==> config.mk <==
export PLATFORM = sky130hd
export DESIGN_NAME = emb_bus
export DESIGN_NICKNAME = d
export VERILOG_FILES = /design/src/shared/emb_pkg.sv /design/src/verilog/emb_sync.sv /design/src/verilog/emb_addr_mux.sv /design/src/verilog/emb_bus.sv
export SDC_FILE = /design/constraint.sdc
export NUM_CORES = 1
export LEC_CHECK = 0
export BUFFER_PORTS_ARGS = -buffer_cell sky130_fd_sc_hd__buf_2
export CORE_ASPECT_RATIO = 1.2
export CORE_MARGIN = 5
export CORE_UTILIZATION = 50
export DETAILED_ROUTE_END_ITERATION = 12
export MAX_ROUTING_LAYER = met4
export PLACE_DENSITY_LB_ADDON = 0.08
export SLEW_MARGIN = 30
export SYNTH_ARGS = -nofsm -noshare
export SYNTH_HDL_FRONTEND = slang
export SYNTH_SLANG_ARGS = --single-unit
==> constraint.sdc <==
create_clock -name clock -period 2.2 [get_ports clock]
set_input_delay 0.22 -clock clock [delete_from_list [all_inputs] [get_ports clock]]
set_output_delay 0.22 -clock clock [all_outputs]
set_load 0.02 [all_outputs]
==> src/shared/emb_pkg.sv <==
package emb_pkg;

  localparam int ADDR_W = 20;
  localparam int AD_W   = 16;
  localparam int HI_W   = 4;
  localparam int CTL_W  = 8;

  // control port bit positions
  localparam int CTL_ALE = 0;
  localparam int CTL_OE  = 1;
  localparam int CTL_WRL = 2;
  localparam int CTL_WRH = 3;
  localparam int CTL_BA  = 4;
  localparam int CTL_CE  = 5;
  localparam int CTL_LB  = 6;
  localparam int CTL_UB  = 7;

  // idle control level: strobes inactive high, byte lane low
  localparam logic [7:0] CTL_IDLE = 8'hEF;

  // data width modes
  typedef enum logic {
    EMB_W8  = 1'b0,
    EMB_W16 = 1'b1
  } emb_width_t;

  // address width selection
  typedef enum logic [1:0] {
    EMB_A20 = 2'h0,
    EMB_A16 = 2'h1,
    EMB_A12 = 2'h2
  } emb_awidth_t;

  // bus cycle states, gray along the usual path except the DONE to IDLE step
  typedef enum logic [2:0] {
    EMB_IDLE  = 3'h0,
    EMB_ADDR  = 3'h1,
    EMB_LATCH = 3'h3,
    EMB_DATA  = 3'h2,
    EMB_DONE  = 3'h6
  } emb_state_t;

  // core request
  typedef struct packed {
    logic        fetch;
    logic        twrite;
    logic [19:0] ptr;
    logic [7:0]  latch;
  } emb_req_t;

  // pin bundle
  typedef struct packed {
    logic [15:0] ad_out;
    logic [15:0] ad_oe_n;
    logic [3:0]  a_hi;
    logic [7:0]  ctl;
  } emb_pins_t;

  // phase cycles within one instruction cycle (one phase per clock)
  localparam int PHASE_CNT_W = 2;

  // read data phase hold, long enough for pin data to clear the four-flop input path
  localparam int         DCNT_W    = 3;
  localparam logic [2:0] DATA_HOLD = 3'h4;

endpackage : emb_pkg

==> src/verilog/emb_sync.sv <==
`timescale 1ns/1ps
`default_nettype none
// three-stage input synchroniser with agreement filter
module emb_sync #(
  parameter int WIDTH = 8
) (
  // clock and reset
  input  wire logic             clock,
  input  wire logic             arst_n,
  // data
  input  wire logic [WIDTH-1:0] din,
  output logic      [WIDTH-1:0] dout
);

  logic [WIDTH-1:0] s1;
  logic [WIDTH-1:0] s2;
  logic [WIDTH-1:0] s3;
  wire  [WIDTH-1:0] agree = ~(s2 ^ s3);

  // shift chain, output updates only where stages two and three agree
  always_ff @(posedge clock or negedge arst_n) begin
    if (!arst_n) begin
      s1   <= '0;
      s2   <= '0;
      s3   <= '0;
      dout <= '0;
    end else begin
      s1   <= din;
      s2   <= s1;
      s3   <= s2;
      dout <= (agree & s3) | (~agree & dout);
    end
  end

endmodule : emb_sync
`default_nettype wire

==> src/verilog/emb_addr_mux.sv <==
`timescale 1ns/1ps
`default_nettype none
// masks the upper address bits according to the selected address width
module emb_addr_mux (
  // selection
  input  wire logic                 [1:0]  awidth,
  // address
  input  wire logic                 [19:0] addr,
  output logic                      [19:0] addr_out
);

  // width mask decode
  function automatic logic [19:0] width_mask(input logic [1:0] w);
    case (w)
      emb_pkg::EMB_A16: width_mask = 20'h0FFFF;
      emb_pkg::EMB_A12: width_mask = 20'h00FFF;
      default:          width_mask = 20'hFFFFF;
    endcase
  endfunction

  // three widths, widest 20 bits
  assign addr_out = addr & width_mask(awidth);

endmodule : emb_addr_mux
`default_nettype wire

==> src/verilog/emb_bus.sv <==
`timescale 1ns/1ps
`default_nettype none
// external memory bus master, 8-bit multiplexed mode with 16-bit pass-through
module emb_bus (
  // clock and reset
  input  wire logic                   clock,
  input  wire logic                   arst_n,
  // configuration
  input  wire emb_pkg::emb_width_t    width_mode,
  input  wire logic        [1:0]      addr_width,
  input  wire logic                   sleep,
  // core request
  input  wire emb_pkg::emb_req_t      req,
  output logic                        busy,
  output logic                        done,
  output logic             [15:0]     rd_word,
  // pins
  input  wire logic        [15:0]     ad_in,
  output emb_pkg::emb_pins_t          pins
);

  emb_pkg::emb_state_t state;
  emb_pkg::emb_state_t next_state;
  logic                second;      // second byte of the pair
  logic                is_wr;
  logic [19:0]         addr_q;
  logic [7:0]          wdata;
  logic [7:0]          lo_byte;
  logic [15:0]         ad_sync;
  logic [19:0]         addr_m;
  logic [emb_pkg::DCNT_W-1:0] dcnt;  // cycles spent in the data phase

  // pin data inputs synchronised
  emb_sync #(.WIDTH(16)) u_sync (
    .clock  (clock),
    .arst_n (arst_n),
    .din    (ad_in),
    .dout   (ad_sync)
  );

  // address width masking
  emb_addr_mux u_amux (
    .awidth   (addr_width),
    .addr     (req.ptr),
    .addr_out (addr_m)
  );

  // request decode
  wire start     = (state == emb_pkg::EMB_IDLE) && !sleep && (req.fetch || req.twrite);
  wire is_w8     = (width_mode == emb_pkg::EMB_W8);
  wire pair_next = is_w8 && !is_wr && !second;
  // reads hold the data phase until the synchronised byte is settled
  wire data_last = (state == emb_pkg::EMB_DATA) && (is_wr || dcnt == emb_pkg::DATA_HOLD);

  // next state
  always_comb begin
    next_state = state;
    case (state)
      emb_pkg::EMB_IDLE:  if (start) next_state = emb_pkg::EMB_ADDR;
      emb_pkg::EMB_ADDR:  next_state = emb_pkg::EMB_LATCH;
      emb_pkg::EMB_LATCH: next_state = emb_pkg::EMB_DATA;
      emb_pkg::EMB_DATA: begin
        if (data_last) next_state = pair_next ? emb_pkg::EMB_LATCH : emb_pkg::EMB_DONE;
      end
      emb_pkg::EMB_DONE:  next_state = emb_pkg::EMB_IDLE;
      default:            next_state = emb_pkg::EMB_IDLE;
    endcase
  end

  // state register
  always_ff @(posedge clock or negedge arst_n) begin
    if (!arst_n) state <= emb_pkg::EMB_IDLE;
    else         state <= next_state;
  end

  // data phase counter, cleared outside the data phase
  always_ff @(posedge clock or negedge arst_n) begin
    if (!arst_n)                                       dcnt <= '0;
    else if (state == emb_pkg::EMB_DATA && !data_last) dcnt <= dcnt + 3'h1;
    else                                               dcnt <= '0;
  end

  // request capture, byte pointer and latch
  always_ff @(posedge clock or negedge arst_n) begin
    if (!arst_n) begin
      addr_q <= '0;
      wdata  <= '0;
      is_wr  <= 1'b0;
      second <= 1'b0;
    end else if (start) begin
      addr_q <= addr_m;
      wdata  <= req.latch;
      is_wr  <= req.twrite;
      second <= 1'b0;
    end else if (data_last && pair_next) begin
      second <= 1'b1;            // byte lane toggles
    end
  end

  // read data assembly
  always_ff @(posedge clock or negedge arst_n) begin
    if (!arst_n) begin
      lo_byte <= '0;
      rd_word <= '0;
    end else if (data_last && !is_wr) begin
      if (!is_w8)       rd_word <= ad_sync;
      else if (!second) lo_byte <= ad_sync[7:0];
      else              rd_word <= {ad_sync[7:0], lo_byte};
    end
  end

  // handshake flags
  always_ff @(posedge clock or negedge arst_n) begin
    if (!arst_n) begin
      busy <= 1'b0;
      done <= 1'b0;
    end else begin
      busy <= (next_state != emb_pkg::EMB_IDLE);
      done <= (next_state == emb_pkg::EMB_DONE);
    end
  end

  // pin values for the coming state
  wire        nx_addr  = (next_state == emb_pkg::EMB_ADDR) || (next_state == emb_pkg::EMB_LATCH);
  wire        nx_data  = (next_state == emb_pkg::EMB_DATA);
  wire        nx_act   = (next_state != emb_pkg::EMB_IDLE) && (next_state != emb_pkg::EMB_DONE);
  wire        st_addr  = (state == emb_pkg::EMB_IDLE);
  wire [19:0] cur_addr = st_addr ? addr_m : addr_q;
  wire        cur_wr   = st_addr ? req.twrite : is_wr;
  wire        cur_sec  = data_last ? pair_next : second;
  wire [7:0]  cur_wd   = st_addr ? req.latch : wdata;
  wire        lane     = cur_wr ? cur_addr[0] : cur_sec;
  wire [15:0] nx_adout = nx_data ? {cur_wd, cur_wd} : cur_addr[15:0];
  wire        nx_drive = nx_addr || (nx_data && cur_wr);
  wire        nx_ale   = !(next_state == emb_pkg::EMB_ADDR);
  wire        nx_oe    = !(nx_data && !cur_wr);
  wire        nx_wrl   = !(nx_data && cur_wr);
  wire        nx_wrh   = !(nx_data && cur_wr && !is_w8);
  wire        nx_ce    = !(nx_act && !sleep);
  wire        nx_lb    = !(nx_act && (!is_w8 || !lane));
  wire        nx_ub    = !(nx_act && (!is_w8 || lane));

  // registered pin drivers, 28 pins total
  always_ff @(posedge clock or negedge arst_n) begin
    if (!arst_n) begin
      pins.ad_out  <= '0;
      pins.ad_oe_n <= '1;
      pins.a_hi    <= '0;
      pins.ctl     <= emb_pkg::CTL_IDLE;
    end else begin
      pins.ad_out  <= nx_adout;
      pins.ad_oe_n <= {emb_pkg::AD_W{!nx_drive}};
      pins.a_hi    <= cur_addr[19:16];
      pins.ctl[emb_pkg::CTL_ALE] <= nx_ale;
      pins.ctl[emb_pkg::CTL_OE]  <= nx_oe;
      pins.ctl[emb_pkg::CTL_WRL] <= nx_wrl;
      pins.ctl[emb_pkg::CTL_WRH] <= nx_wrh;
      pins.ctl[emb_pkg::CTL_BA]  <= lane;
      pins.ctl[emb_pkg::CTL_CE]  <= nx_ce;
      pins.ctl[emb_pkg::CTL_LB]  <= nx_lb;
      pins.ctl[emb_pkg::CTL_UB]  <= nx_ub;
    end
  end
endmodule : emb_bus
`default_nettype wire

# Word-level counts from Yosys, hierarchy flattened
# Index checks and enable logic that the tools add are counted.
totals:
  regBits: 155
  out_inout_bits: 62
  word_cells: 96
op_classes:
  n_addsub: 1
  n_eq_ne: 11
  mux: 16
  bitwise_logic: 9
  reduce_logical: 41
ops:
  columns: ["op", "count"]
  rows:
  - ["$mux 16", 3]
  - ["$pmux 20 s2", 1]
  - ["$and 16x16->16", 2]
  - ["$not 16->16", 2]
  - ["$and 20x20->20", 1]
  - ["$mux 20", 1]
  - ["$or 16x16->16", 1]
  - ["$xor 16x16->16", 1]
  - ["$logic_and 1x1->1", 15]
  - ["$logic_not 1->1", 14]
  - ["$eq 3x2->1 const B", 4]
  - ["$mux 3", 4]
  - ["$pmux 3 s4", 1]
  - ["$mux 8", 1]
  - ["$eq 3x1->1 const B", 2]
  - ["$eq 3x3->1 const B", 2]
  - ["$logic_or 1x1->1", 6]
  - ["$mux 1", 5]
  - ["$reduce_bool 2->1", 2]
  - ["$add 3x1->3 const B", 1]
  - ["$logic_not 3->1", 1]
  - ["$ne 3x3->1 const B", 1]
  - ["$reduce_and 3->1", 1]
  - ["$reduce_bool 3->1", 1]
  - ["4 further kinds", 5]

# Depth between registers and ports, before layout
depth:
  depth_word: 10
  ltp_mapped: 8
  depth_no_buf: 6

# By module
# From an unflattened synthesis, not the netlist that was laid out.
unflattened:
  hier_cells: 429
  area_unflattened_um2: 5915.7
modules_own_cells:
  columns: ["mod", "n_inst", "cells_each", "area_each_um2", "seq_area_each_um2"]
  rows:
  - ["emb_bus", 1, 327, 3977.6, 2287.2]
  - ["emb_sync", 1, 80, 1781.7, 1601.5]
  - ["emb_addr_mux", 1, 22, 156.4, 0.0]

# Worst setup path after synthesis
# No wires, ideal clock.
synth_timing:
  path_type: "register -> register"
  startpoint: "reg state[2]"
  endpoint: "reg addr_q[16]"
  setup_ns: 0.126
  arrival_ns: 1.440
  required_ns: 2.074
  slack_ns: 0.633
  stages_incl_launch_ff: 9
  n_path_buf: 3
  period_less_slack_ns: 1.567
  path_cell_list: "dfrtp_1 > buf_6 > or3_4 > buf_6 > nor2_8 > inv_2 > buf_2 > nand2_1 > o21ai_0"
synth_via:
  elab_chain_cells: 3
synth_lines:
  columns: ["element", "line_no", "text"]
  rows:
  - ["from (decl)", "emb_bus.sv:22", "emb_pkg::emb_state_t state;"]
  - ["from (signal assigned)", "emb_bus.sv:72", "if (!arst_n) state <= emb_pkg::EMB_IDLE;"]
  - ["from (signal assigned)", "emb_bus.sv:73", "else state <= next_state;"]
  - ["$logic_not 3->1", "emb_bus.sv:49", "wire start = (state == emb_pkg::EMB_IDLE) && !sleep && (req.fetch || req.twrite);"]
  - ["$logic_and 1x1->1 (2 in a row)", "emb_bus.sv:49", null]
  - ["to (signal assigned)", "emb_bus.sv:91", "addr_q <= addr_m;"]
  - ["to (decl)", "emb_bus.sv:26", "logic [19:0] addr_q;"]
# Every way passes these cells.
# A chain may end at the register's enable or synchronous reset.

# Worst setup path after layout
layout_timing:
  startpoint: "reg dcnt[0] in the netlist's numbering"
  endpoint: "reg pins[35] in the netlist's numbering"
layout_via:
  elab_chain_cells: 7
layout_lines:
  columns: ["element", "line_no", "text"]
  rows:
  - ["from (decl)", "emb_bus.sv:31", "logic [emb_pkg::DCNT_W-1:0] dcnt;"]
  - ["from (signal assigned)", "emb_bus.sv:79", "else if (state == emb_pkg::EMB_DATA && !data_last) dcnt <= dcnt + 3'h1;"]
  - ["$eq 3x3->1", "emb_bus.sv:53", "wire data_last = (state == emb_pkg::EMB_DATA) && (is_wr || dcnt == emb_pkg::DATA_HOLD);"]
  - ["$logic_or 1x1->1", "emb_bus.sv:53", null]
  - ["$logic_and 1x1->1", "emb_bus.sv:53", null]
  - ["$mux 3", "emb_bus.sv:63", "if (data_last) next_state = pair_next ? emb_pkg::EMB_LATCH : emb_pkg::EMB_DONE;"]
  - ["$pmux 3 s4", "emb_bus.sv:58", "case (state)"]
  - ["$eq 3x2->1", "emb_bus.sv:125", "wire nx_data = (next_state == emb_pkg::EMB_DATA);"]
  - ["$mux 16", "emb_bus.sv:133", "wire [15:0] nx_adout = nx_data ? {cur_wd, cur_wd} : cur_addr[15:0];"]
  - ["named net nx_adout[7]", "emb_bus.sv:133", null]
  - ["to (decl)", "emb_bus.sv:19", "output emb_pkg::emb_pins_t pins"]
# The timed path passes the listed nets, and every way through them passes these cells.

==> run summary <==
Run status: finished, final reports clean
Final Cell Area: 7150 sq um
Fraction of layout cells with a size suffix above 1: 0.285
DIE AREA: 13700 sq um
Kind of critical path: flip-flop to flip-flop
Worst-skew pair later-pin latency: 0.42 ns
Complex-gate fraction of the synthesized area: 0.0487
Wire per inst: 14.7 microns
Final hold vios: 0
Fin Clk Skew: 0.00778 ns
Die Y: 127 microns
Vias in the first global route: 3893
Fin Setup TNS: 0 ns
VDD IR max: 0.805 mV
Drt first-iter violations: 190
Length of the first detailed-routing pass in iterations: 4
Worst r2r dst: pins[35]$_DFF_PN0_
DR vias: 3814
Max Fclk: 528 MHz
Port bufs: 113
Cells after Synth: 477
Worst Tran Pin Value: 0.603 ns
Cell Area, Placed: 6340 sq um
Post-CTS Resized: 0
Leak: 3.56 nW
Area Overhead vs Synth: 25.2%
Startpoint types: flip-flop
Final Max Slew Viols: 0
Placed Cells: 717
Post-synth EDFFs: 0
R2R depth: 6
DRT antenna net count: 0
Fin crit share: 0.861
# rows: 42
H-Tree Depth: 4
Clock-pin slew on the worst setup and hold paths: 0.06 ns
CTS max path bufs: 2
Max-Cap Viols: 0
Hold Crit Start: req[14]
Ys async rst share: 1.00
Largest family of logic cells by synthesized area: simple AND/OR/NAND/NOR gates
Post-CTS Setup Repair Bufs: 0
Tightest Hold Check Type: primary input to flip-flop
Worst EP arrival: 2.24 ns
Worst Path Max Fanout: 13
Synth Area in XOR/XNOR: 0.00153
R2R setup slack: 0.31 ns
Core ar.: 11100 sq um
First-pass GRT wire length: 19.3 mm
Setup crit end kind: flip-flop
Seq cells post-synth: 155
Hold slack: 0.0173 ns
Share of the yosys chip area belonging to registers: 0.681
Clk sinks: 155
TritonCTS clock tree: done
R2R Path Start: dcnt[0]$_DFF_PN0_
GRT Util Overall: 0.187
Grt ovf: 0
Fin nets: 660
Multiplexer share of the synthesized area: 0.0438
Yosys cell types: 39
Setup-failing EPs final: 0
Initial antenna violation count: 1
Hold depth: 3
Largest net degree at the start of global routing: 66
Max-slew headroom: 0.598
Yosys warning total: 0
Net Count, Synth: 532
HPWL after DPL: 7.68 mm
I/O Pins: 114
Gpl congestion: 0.931
Post-Layout Cell Count: 773
Power density over the cells: 1320 nW/um^2
Syn Area/Cell: 12.0 sq um
Hold path endpoint: addr_q[6]$_DFFE_PN0P_
Post-Synth Adder-Cell Area: 0.0346
Die Wd: 108 microns
Vias per Instance: 4.93
Root buffer cell: clkbuf_16
Worst Path Required: 2.55 ns
Final period demand of the worst path: 1.89 ns
Post-Route WL: 11.4 mm
RSZ-0062 raised after global routing: false
Simple-gate share of the synthesized area: 0.143
DR DRC count: 0
Ys flop type: dfrtp_1
Clock buffer count from CTS: 17
Initial core utilization: 0.515
Synthesized area: 5710 sq um
cells by family (layout without fill, tap and decap cells):
family / count (synthesis) / after routing
buf+inv: 45 / 186
mux: 24 / 24
other cells: 0 / 1
fa+ha+maj: 19 / 19
compound gates: 49 / 49
xor+xnor: 1 / 1
flops: 155 / 155
simple gates: 184 / 184
how the worst max path moves through the flow:
| stage | startpoint | endpoint | slack, ns | cells after the start |
|---|---|---|---|---|
| 2_1_floorplan | state[2]$_DFF_PN0_ | addr_q[16]$_DFFE_PN0P_ | 0.63 | 8 |
| 3_3_place_gp | dcnt[0]$_DFF_PN0_ | pins[35]$_DFF_PN0_ | 0.40 | 6 |
| 3_5_place_dp | dcnt[0]$_DFF_PN0_ | pins[35]$_DFF_PN0_ | 0.33 | 6 |
| 4_1_cts | dcnt[0]$_DFF_PN0_ | pins[35]$_DFF_PN0_ | 0.31 | 6 |
| 5_1_grt | state[2]$_DFF_PN0_ | addr_q[16]$_DFFE_PN0P_ | 0.20 | 5 |
| 6_report | dcnt[0]$_DFF_PN0_ | pins[35]$_DFF_PN0_ | 0.31 | 6 |
placed cells by master, fill, tap and decap left out, drive strengths merged, types with 2 or more instances in the layout:
cell type and n:
a21boi 2, a21oi 22, buf 123, clkbuf 17, clkinv 3, clkinvlp 3, dfrtp 147, dfstp 8
dlygate4sd3 23, ha 3, inv 17, maj3 16, mux2 8, mux2i 16, nand2 108, nand3 25
nand3b 5, nand4 2, nor2 29, nor3 2, nor3b 7, o211ai 2, o21a 2, o21ai 16
or3 2
layer usage:
metal  vias to the layer above  part of all wire  track usage
met2                       124              0.49        0.278
li1                       1824                 -            -
met4                         0             0.017       0.0743
met3                        16             0.062       0.0565
met1                      1850              0.43        0.243
met5                         -                 0            -
power by group:
group / total, mW / internal, mW / switching (mW)
Sequential: 3.97 / 3.58 / 0.387
Combinational: 2.72 / 0.953 / 1.77
Clock: 2.77 / 1.51 / 1.26
repair_timing:
item	in CTS	in global routing
hold buffers	23	0
endpoints found under the setup margin	0	0
endpoints found under the hold margin	61	0
final cells by class:
type                       instances  area (sq um)
clock inverter                    15           151
fill                             905          3940
sequential                       155          3890
timing repair buffer             146           902
tap                              154           193
inverter                           8          30.0
multi-input combinational        277          1560
antenna                            1          2.50
clock buffer                      17           425
through the flow:
| stage | power (mW) | util | setup slack [ns] |
|---|---|---|---|
| 2_1_floorplan | 5.99 | - | 0.633 |
| 3_5_place_dp | 6.72 | 0.572 | 0.325 |
| 4_1_cts | 9.56 | 0.644 | 0.305 |
| 5_1_grt | 10.1 | 0.645 | 0.197 |
| 3_3_place_gp | 6.64 | 0.572 | 0.399 |
| 6_report | 9.46 | 0.645 | 0.306 |
critical path, stage by stage (launching register included):
cell and delay [ns]:
dfrtp_1 0.37, inv_1 0.05, ha_1 0.20, a21oi_1 0.33, o21a_1 0.56, nand2_1 0.20
nand3_1 0.13
cell usage after synthesis, types with 2 or more instances:
library cell	number	share of area
clkbuf_1	2	0.0013
maj3_1	16	0.028
buf_2	17	0.015
dfrtp_1	147	0.64
o211ai_1	2	0.0026
mux2_2	8	0.016
o21ai_1	4	0.0035
buf_4	15	0.020
nand4_1	2	0.0022
nor3_1	2	0.0018
nor2_1	28	0.018
ha_1	3	0.0066
nand3b_1	5	0.0066
o21a_1	2	0.0026
nand2_1	108	0.071
a21oi_1	22	0.019
nor3b_1	7	0.0092
dfstp_2	8	0.037
inv_1	7	0.0046
buf_6	3	0.0059
nand3_1	25	0.022
o21ai_0	12	0.011
mux2i_1	16	0.028
Note: power is estimated with default switching activity, not from simulation.
